**config.mk**
```make
export PLATFORM = sky130hd
export DESIGN_NAME = tofrr_result_regs
export DESIGN_NICKNAME = d
export VERILOG_FILES = /design/src/rtl/tofrr_pkg.sv /design/src/rtl/tofrr_result_regs.sv
export SDC_FILE = /design/constraint.sdc
export NUM_CORES = 1
export LEC_CHECK = 0
export BUFFER_PORTS_ARGS = -buffer_cell sky130_fd_sc_hd__buf_4
export CAP_MARGIN = 10
export CORE_MARGIN = 2
export CORE_UTILIZATION = 33
export CTS_CLUSTER_DIAMETER = 120
export DETAILED_ROUTE_END_ITERATION = 10
export PLACE_DENSITY = 0.54
export SLEW_MARGIN = 20
export SYNTH_ARGS = -nofsm -noshare
export SYNTH_HDL_FRONTEND = slang
export SYNTH_SLANG_ARGS = --single-unit
```
**constraint.sdc**
```tcl
create_clock -name core_clk -period 3.5 [get_ports core_clk]
set_input_delay 0.175 -clock core_clk [delete_from_list [all_inputs] [get_ports core_clk]]
set_output_delay 0.175 -clock core_clk [all_outputs]
set_load 0.03 [all_outputs]
```
**src/rtl/tofrr_pkg.sv**
```systemverilog
// Overview of operation
// Tap at peak plus 250 ns readable.
// Offset 0x79 holds peak plus 500 ns.
// Offset 0x7A holds peak plus 750 ns.
// Offset 0x7B holds peak plus 1000 ns.
// Taps 8-bit, reset zero, only when enabled.
// Offset 0x7C holds signed angle estimate.
// First estimate loaded at header detection.
// Accumulated estimate published at frame end.
// Flight counter advances at 16 MHz.
// Offset 0x7D returns count bits 7:0.
// Offset 0x7E returns count bits 15:8.
// Offset 0x7F returns count bits 23:16.
// Earlier taps from minus 1000 ns.
// Writes to result registers are ignored.
package tofrr_pkg;
    // ------------------------------------------------------------------
    // Register map
    // ------------------------------------------------------------------
    localparam logic [7:0] ADDR_CORR_FIRST        = 8'h73;
    localparam logic [7:0] ADDR_CORR_MAG_PLUS_250 = 8'h78;
    localparam logic [7:0] ADDR_CORR_MAG_PLUS_500 = 8'h79;
    localparam logic [7:0] ADDR_CORR_MAG_PLUS_750 = 8'h7a;
    localparam logic [7:0] ADDR_CORR_MAG_PLUS_1000 = 8'h7b;
    localparam logic [7:0] ADDR_FREQ_OFFSET_EST   = 8'h7c;
    localparam logic [7:0] ADDR_FLIGHT_COUNT_LOW  = 8'h7d;
    localparam logic [7:0] ADDR_FLIGHT_COUNT_MID  = 8'h7e;
    localparam logic [7:0] ADDR_FLIGHT_COUNT_HIGH = 8'h7f;
    localparam logic [7:0] RESULT_RESET           = 8'h00;

    // ------------------------------------------------------------------
    // Correlator window and timing
    // ------------------------------------------------------------------
    localparam int CORR_TAPS      = 9;
    localparam int CORR_POST_TAPS = 4;
    localparam int TAP_STEP_NS    = 250;
    localparam int CORE_CLK_KHZ   = 125000;
    localparam int TOF_CLK_KHZ    = 16000;
    localparam int TOF_WIDTH      = 24;
    localparam int FO_SHIFT       = 2;
endpackage

```
**src/rtl/tofrr_result_regs.sv**
```systemverilog
`timescale 1ns/1ps
`default_nettype none
module tofrr_result_regs (
    input  wire logic                         core_clk,
    input  wire logic                         srst,
    input  wire logic                         flight_measure_enable,
    input  wire logic                         corr_mag_valid,
    input  wire logic [7:0]                   corr_mag,
    input  wire logic                         corr_peak,
    input  wire logic                         fo_valid,
    input  wire logic signed [7:0]            fo_sample,
    input  wire logic                         phr_detected,
    input  wire logic                         frame_end,
    input  wire logic                         tof_start,
    input  wire logic                         tof_stop,
    input  wire logic [7:0]                   reg_addr,
    input  wire logic                         reg_wr,
    input  wire logic [7:0]                   reg_wdata,
    input  wire logic                         reg_rd,
    output logic [7:0]                        reg_rdata,
    output logic                              reg_rdata_valid,
    output logic [tofrr_pkg::TOF_WIDTH-1:0]   flight_count_live
);
    import tofrr_pkg::*;

    localparam logic [7:0] TOF_INC = 8'(TOF_CLK_KHZ / 1000);
    localparam logic [7:0] TOF_MOD = 8'(CORE_CLK_KHZ / 1000);

    // Refused at elaboration: the accumulator only divides whole-MHz rates below the core clock.
    if (TOF_CLK_KHZ >= CORE_CLK_KHZ
        || CORE_CLK_KHZ % 1000 != 0
        || TOF_CLK_KHZ % 1000 != 0) begin : g_bad_time_base
        $error("Flight time base must be a slower whole-MHz fraction of the core clock.");
    end

    // ------------------------------------------------------------------
    // Correlator window
    // ------------------------------------------------------------------
    logic [7:0] win     [0:CORR_TAPS-1];
    logic [7:0] corr_res [0:CORR_TAPS-1];
    logic       post_pending;
    logic [2:0] post_cnt;
    logic       cap_strobe;

    // Newest sample sits in win[0]; the peak is four steps of 250 ns back.
    always_ff @(posedge core_clk) begin
        if (srst) begin
            win[0] <= RESULT_RESET;
        end else if (corr_mag_valid) begin
            win[0] <= corr_mag;
        end
    end

    generate
        for (genvar i = 1; i < CORR_TAPS; i++) begin : g_shift
            always_ff @(posedge core_clk) begin
                if (srst) begin
                    win[i] <= RESULT_RESET;
                end else if (corr_mag_valid) begin
                    win[i] <= win[i-1];
                end
            end
        end
    endgenerate

    // Count strobes after the peak; the window is taken once it is centred.
    always_ff @(posedge core_clk) begin
        if (srst || !flight_measure_enable) begin
            post_pending <= 1'b0;
            post_cnt     <= 3'h0;
        end else if (corr_mag_valid && corr_peak) begin
            post_pending <= 1'b1;
            post_cnt     <= 3'h0;
        end else if (corr_mag_valid && post_pending) begin
            post_cnt <= post_cnt + 3'h1;
            if (post_cnt == 3'(CORR_POST_TAPS - 1)) begin
                post_pending <= 1'b0;
            end
        end
    end

    assign cap_strobe = corr_mag_valid && post_pending && !corr_peak && post_cnt == 3'(CORR_POST_TAPS - 1);

    // Tap k holds the sample at (k-4) * 250 ns from the peak.
    generate
        for (genvar k = 0; k < CORR_TAPS; k++) begin : g_taps
            always_ff @(posedge core_clk) begin
                if (srst) begin
                    corr_res[k] <= RESULT_RESET;
                end else if (cap_strobe) begin
                    if (k == CORR_TAPS - 1) begin
                        corr_res[k] <= corr_mag;
                    end else begin
                        corr_res[k] <= win[CORR_TAPS - 2 - k];
                    end
                end
            end
        end
    endgenerate

    // ------------------------------------------------------------------
    // Frequency offset estimate
    // ------------------------------------------------------------------
    logic signed [7:0] fo_accum;
    logic signed [7:0] fo_result;
    logic              fo_active;
    logic signed [8:0] fo_diff;

    assign fo_diff = 9'(fo_sample) - 9'(fo_accum);

    // A running average smooths the estimate without a divider; the sample stays in the signed angle range.
    always_ff @(posedge core_clk) begin
        if (srst || !flight_measure_enable) begin
            fo_accum  <= RESULT_RESET;
            fo_active <= 1'b0;
        end else if (phr_detected) begin
            fo_accum  <= fo_valid ? fo_sample : fo_accum;
            fo_active <= 1'b1;
        end else if (frame_end) begin
            fo_active <= 1'b0;
        end else if (fo_active && fo_valid) begin
            fo_accum <= fo_accum + 8'(fo_diff >>> FO_SHIFT);
        end
    end

    // Header detection loads the first estimate, frame end the refined one.
    always_ff @(posedge core_clk) begin
        if (srst) begin
            fo_result <= RESULT_RESET;
        end else if (flight_measure_enable && phr_detected && fo_valid) begin
            fo_result <= fo_sample;
        end else if (flight_measure_enable && fo_active && frame_end) begin
            fo_result <= fo_accum;
        end
    end

    // ------------------------------------------------------------------
    // Flight time counter
    // ------------------------------------------------------------------
    logic [7:0]           tof_phase;
    logic [8:0]           next_tof_phase;
    logic                 tof_tick;
    logic                 tof_running;
    logic [TOF_WIDTH-1:0] tof_result;

    // A fractional accumulator gives 16 ticks per microsecond with no second clock.
    assign next_tof_phase = 9'(tof_phase) + 9'(TOF_INC);
    assign tof_tick       = next_tof_phase >= 9'(TOF_MOD);

    always_ff @(posedge core_clk) begin
        if (srst) begin
            tof_phase <= 8'h00;
        end else if (tof_tick) begin
            tof_phase <= 8'(next_tof_phase - 9'(TOF_MOD));
        end else begin
            tof_phase <= next_tof_phase[7:0];
        end
    end

    always_ff @(posedge core_clk) begin
        if (srst || !flight_measure_enable) begin
            tof_running       <= 1'b0;
            flight_count_live <= '0;
        end else if (tof_start) begin
            tof_running       <= 1'b1;
            flight_count_live <= '0;
        end else if (tof_stop) begin
            tof_running <= 1'b0;
        end else if (tof_running && tof_tick) begin
            flight_count_live <= flight_count_live + 24'h000001;
        end
    end

    always_ff @(posedge core_clk) begin
        if (srst) begin
            tof_result <= '0;
        end else if (flight_measure_enable && tof_running && tof_stop) begin
            tof_result <= flight_count_live;
        end
    end

    // ------------------------------------------------------------------
    // Register port
    // ------------------------------------------------------------------
    function automatic logic [7:0] read_mux(input logic [7:0] addr);
        logic [7:0] r;
        r = 8'h00;
        if (addr >= ADDR_CORR_FIRST && addr <= ADDR_CORR_MAG_PLUS_1000) begin
            r = corr_res[4'(addr - ADDR_CORR_FIRST)];
        end else if (addr == ADDR_FREQ_OFFSET_EST) begin
            r = fo_result;
        end else if (addr == ADDR_FLIGHT_COUNT_LOW) begin
            r = tof_result[7:0];
        end else if (addr == ADDR_FLIGHT_COUNT_MID) begin
            r = tof_result[15:8];
        end else if (addr == ADDR_FLIGHT_COUNT_HIGH) begin
            r = tof_result[23:16];
        end
        return r;
    endfunction

    // Results are hidden while measurement mode is off; writes have no path in.
    always_ff @(posedge core_clk) begin
        if (srst) begin
            reg_rdata       <= 8'h00;
            reg_rdata_valid <= 1'b0;
        end else begin
            reg_rdata_valid <= reg_rd;
            if (reg_rd) begin
                reg_rdata <= flight_measure_enable ? read_mux(reg_addr) : 8'h00;
            end
        end
    end

    // ------------------------------------------------------------------
    // Assertions
    // ------------------------------------------------------------------
    a_rdata_disabled: assert property (@(posedge core_clk) disable iff (srst)
        reg_rd && !flight_measure_enable |=> reg_rdata == 8'h00 && reg_rdata_valid)
        else $error("Read while disabled returned data.");

    a_tick_spacing: assert property (@(posedge core_clk) disable iff (srst)
        tof_tick |=> (!tof_tick)[*6] ##[1:2] tof_tick)
        else $error("Flight time base not at 16 MHz.");

    a_count_low_read: assert property (@(posedge core_clk) disable iff (srst)
        reg_rd && flight_measure_enable && reg_addr == ADDR_FLIGHT_COUNT_LOW |=> reg_rdata == $past(tof_result[7:0]))
        else $error("Low count byte wrong.");

    a_count_mid_read: assert property (@(posedge core_clk) disable iff (srst)
        reg_rd && flight_measure_enable && reg_addr == ADDR_FLIGHT_COUNT_MID |=> reg_rdata == $past(tof_result[15:8]))
        else $error("Middle count byte wrong.");

    a_count_high_read: assert property (@(posedge core_clk) disable iff (srst)
        reg_rd && flight_measure_enable && reg_addr == ADDR_FLIGHT_COUNT_HIGH |=> reg_rdata == $past(tof_result[23:16]))
        else $error("High count byte wrong.");

    a_fo_header_load: assert property (@(posedge core_clk) disable iff (srst)
        flight_measure_enable && phr_detected && fo_valid |=> fo_result == $past(fo_sample))
        else $error("First estimate not loaded at header.");

    a_fo_frame_end: assert property (@(posedge core_clk) disable iff (srst)
        flight_measure_enable && fo_active && frame_end && !phr_detected |=> fo_result == $past(fo_accum))
        else $error("Accumulated estimate not published.");

    a_plus500_tap: assert property (@(posedge core_clk) disable iff (srst)
        cap_strobe |=> corr_res[6] == $past(win[1]) && corr_res[4] == $past(win[3]))
        else $error("Window not centred on peak.");

    a_plus1000_tap: assert property (@(posedge core_clk) disable iff (srst)
        cap_strobe |=> corr_res[8] == $past(corr_mag) && corr_res[0] == $past(win[7]))
        else $error("Window edge taps wrong.");

    a_write_ignored: assert property (@(posedge core_clk) disable iff (srst)
        reg_wr && !cap_strobe && !phr_detected && !frame_end && !tof_stop
        |=> $stable(fo_result) && $stable(tof_result) && $stable(corr_res[5]))
        else $error("Write changed a result register.");

    a_capture_delay: assert property (@(posedge core_clk) disable iff (srst)
        corr_mag_valid && corr_peak && flight_measure_enable |=> post_pending && post_cnt == 3'h0)
        else $error("Peak not armed for capture.");
endmodule
`default_nettype wire

```
==> results.txt <==
status: finished, final reports clean
Clock power frac: 41.5%
main flop type after synthesis: edfxtp_1
Seq cells post-synth: 223
simple-gate share of the synthesized area: 20.3%
Setup-failing EPs final: 0
XOR/XNOR Fraction of Synth Area: 2.65%
final instance area: 12100 um^2
Vias/cell: 4.80
dpl cells: 1361
Clock Latency Late Sink: 520 ps
Post-CTS Setup Repair Bufs: 0
DP Wirelength: 14.2 mm
Site Rows: 64
commonest non-fill, non-tap cell in the layout: and2_1
sw frac: 22.7%
Startpoint Class: flop
Hold/Removal Path Class: in -> reg
highest clock rate: 312 MHz
nets@finish: 1087
main combinational cell family by area after synthesis: simple AND/OR/NAND/NOR gates
Compound-Gate Fraction of Synth Area: 8.83%
Core Region: 30600 um^2
Syn Std Cell Area: 10200 um^2
M1 GR Usage: 19.8%
power per cell area: 474 nW/um^2
Avg WL per Cell: 15.3 um
total CTS buffers: 25
CP Max Fanout: 4
post-synth net total: 1009
DR iter-0 viols: 420
Post-Synthesis Cells: 937
Max clock buf depth: 3
Combinational Power Share: 7.8%
net switching power: 1300 uW
die area: 32500 um^2
DRT Pass-1 Iters: 5
met3 Resource Use GR: 2.12%
endpoint class of the critical path: flop
Area Overhead vs Synth: 18.5%
Die Ht: 180 um
# DRC: 0
period utilization: 91.6%
Ant. Diodes: 0
synth warn: 0
CP Buf/Inv Count: 1
Slew @ Worst Pin: 1010 ps
CTS tree: built
io pins: 77
Worst Clk Skew: 12.1 ps
EDFF count, synth: 136
grt total ovfl: 0
Most Crowded Layer GR: met2
Reg clk slew, reported paths: 60 ps
CP delay by family, top: compound AO/OA/AOI/OAI gates
Rel. slew slack: 32.9%
Hold WS: 85.1 ps
number of global-route vias before repair: 6618
RSZ-0062 raised after global routing: false
TNS Setup: 0 ps
critical path's largest stage delay: 380 ps
Post-DP Area: 11200 um^2
sequential fraction of design power: 50.7%
number of max-cap violations: 0
Final min period: 3210 ps
final hold violation count: 0
Post-Layout Cell Count: 1429
fraction of synthesized area in multiplexers: 5.20%
Cell Chain, Critical Path: inv_1 > ha_1 > a21o_1 > a31o_2 > a41oi_2 > nor2b_1 > nor2_1 > xnor2_1 > ha_1 > or2_2 > a21oi_1 > a21oi_1 > nand2b_1 > mux2i_1 > nor4_1
H-Tree Depth: 1
sequential-to-total area share from yosys stat: 56.9%
Worst path slowest cell: dfxtp_1
Avg Cell Area, Syn: 10.9 um^2
initial antenna violation count: 0
share of post-route cells with drive strength above 1: 13.5%
CP required: 3910 ps
Initial Util: 33.5%
Final GP Congestion: 0.806
Internal Power: 4440 uW
largest net degree at the start of global routing: 73
CP Class: reg -> reg
Pleak: 0.00444 uW
CP arrival: 3610 ps
max-slew violations: 0
most frequent cells in the layout: and2_1 (137), edfxtp_1 (136), nand2_1 (93), dfxtp_1 (87), buf_4 (77)
clock root buffer: clkbuf_16
first-pass GRT wire length: 35.7 mm
FFs w/ async S/R, synth: 0%
global-route met2 utilization: 20.6%
Worst VDD drop: 294 uV
Adder-Cell Fraction of Synth Area: 3.49%
Synth cell types: 49
port bufs: 67
gr usage total: 13.4%
chip width: 180 um
routed wire length: 21.9 mm
DR vias: 6854
Clock Sinks: 223
antenna viol nets, final: 0
final timing paths:
path                      start             to  slack (ps)  depth (start not counted)
setup / recovery    fo_accum[2]    fo_accum[7]         290                         15
hold / removal     phr_detected      fo_active          90                          2
setup reg to reg    fo_accum[2]    fo_accum[7]         290                         15
hold reg to reg   tof_result[9]  tof_result[9]         450                          2
power by group through the flow:
| stage | clock network, uW | registers (uW) | logic (uW) |
|---|---|---|---|
| floorplan | 0 | 2960 | 294 |
| global placement | 0 | 2970 | 428 |
| detailed placement | 0 | 2970 | 435 |
| CTS | 2470 | 2910 | 458 |
| global route | 2580 | 2920 | 501 |
| finish | 2390 | 2910 | 451 |
flip-flops by register name (all words and copies together), names as in the netlist, 3 cells and up:
signal             cells
fo_result              8
reg_rdata              8
win                   64
flight_count_live     24
post_cnt               3
tof_phase              8
corr_res              72
fo_accum               8
tof_result            24
what timing repair did:
| action | CTS | global route |
|---|---|---|
| endpoints found under the hold margin | 30 | 0 |
| endpoints found under the setup margin | 0 | 1 |
| hold buffers | 23 | 0 |
| gates resized for setup | 0 | 1 |
cell type report:
class                           instances  area, um^2
Clock buffer                           37         694
Clock inverter                          8        40.0
Fill cell                            2972       18500
Inverter                               21        78.8
Multi-Input combinational cell        643        4180
Sequential cell                       223        5830
Tap cell                              396         495
Timing Repair Buffer                  101         828
per-layer routing:
metal,vias up,part of all wire [%]
met4,0,1.4
met5,-,0
met1,3270,51
met3,24,3.4
li1,3468,-
met2,92,44
per-stage QoR:
step | setup WS [ps] | total power (uW) | util, %
after CTS | 204 | 5840 | 39.7
after global routing | 59.6 | 6000 | 39.7
after detailed placement | 235 | 3400 | 36.5
final | 293 | 5750 | 39.7
after floorplan | 526 | 3250 | -
after global placement | 350 | 3390 | 36.5
cell families after synthesis:
kind of cell    after synthesis
compound gates              157
fa+ha+maj                    28
buf+inv                      71
mux                          33
flops                       223
simple gates                394
xor+xnor                     31
worst register-to-register path, stage by stage, from the launching register on:
cell and delay [ps]:
dfxtp_1 380, inv_1 100, ha_1 330, a21o_1 190
a31o_2 240, a41oi_2 230, nor2b_1 70, nor2_1 110
xnor2_1 160, ha_1 290, or2_2 300, a21oi_1 150
a21oi_1 110, nand2b_1 100, mux2i_1 70, nor4_1 290
synthesized netlist by cell type, drive strengths merged, types with 4 or more instances:
cell	instances	area (um^2)
nor4b	6	52.6
mux4	16	360
mux2i	15	150
nor2b	8	50.1
a211oi	14	105
o211ai	5	37.5
and2	137	857
ha	27	338
nor3	8	40.0
nor4	10	62.6
xor2	4	35.0
nand3b	9	67.6
nor2	71	267
nand2	93	349
or3	10	62.6
and3	5	31.3
a21o	4	30.0
buf	4	18.8
inv	21	78.8
a21oi	71	355
xnor2	27	236
o21ai	42	210
or2	4	25.0
nand2b	7	43.8
dfxtp	87	1740
nand4	5	31.3
a22oi	9	67.6
clkbuf	46	173
nand3	13	65.1
edfxtp	136	4080
No activity file was read; power rests on OpenSTA's default activity.
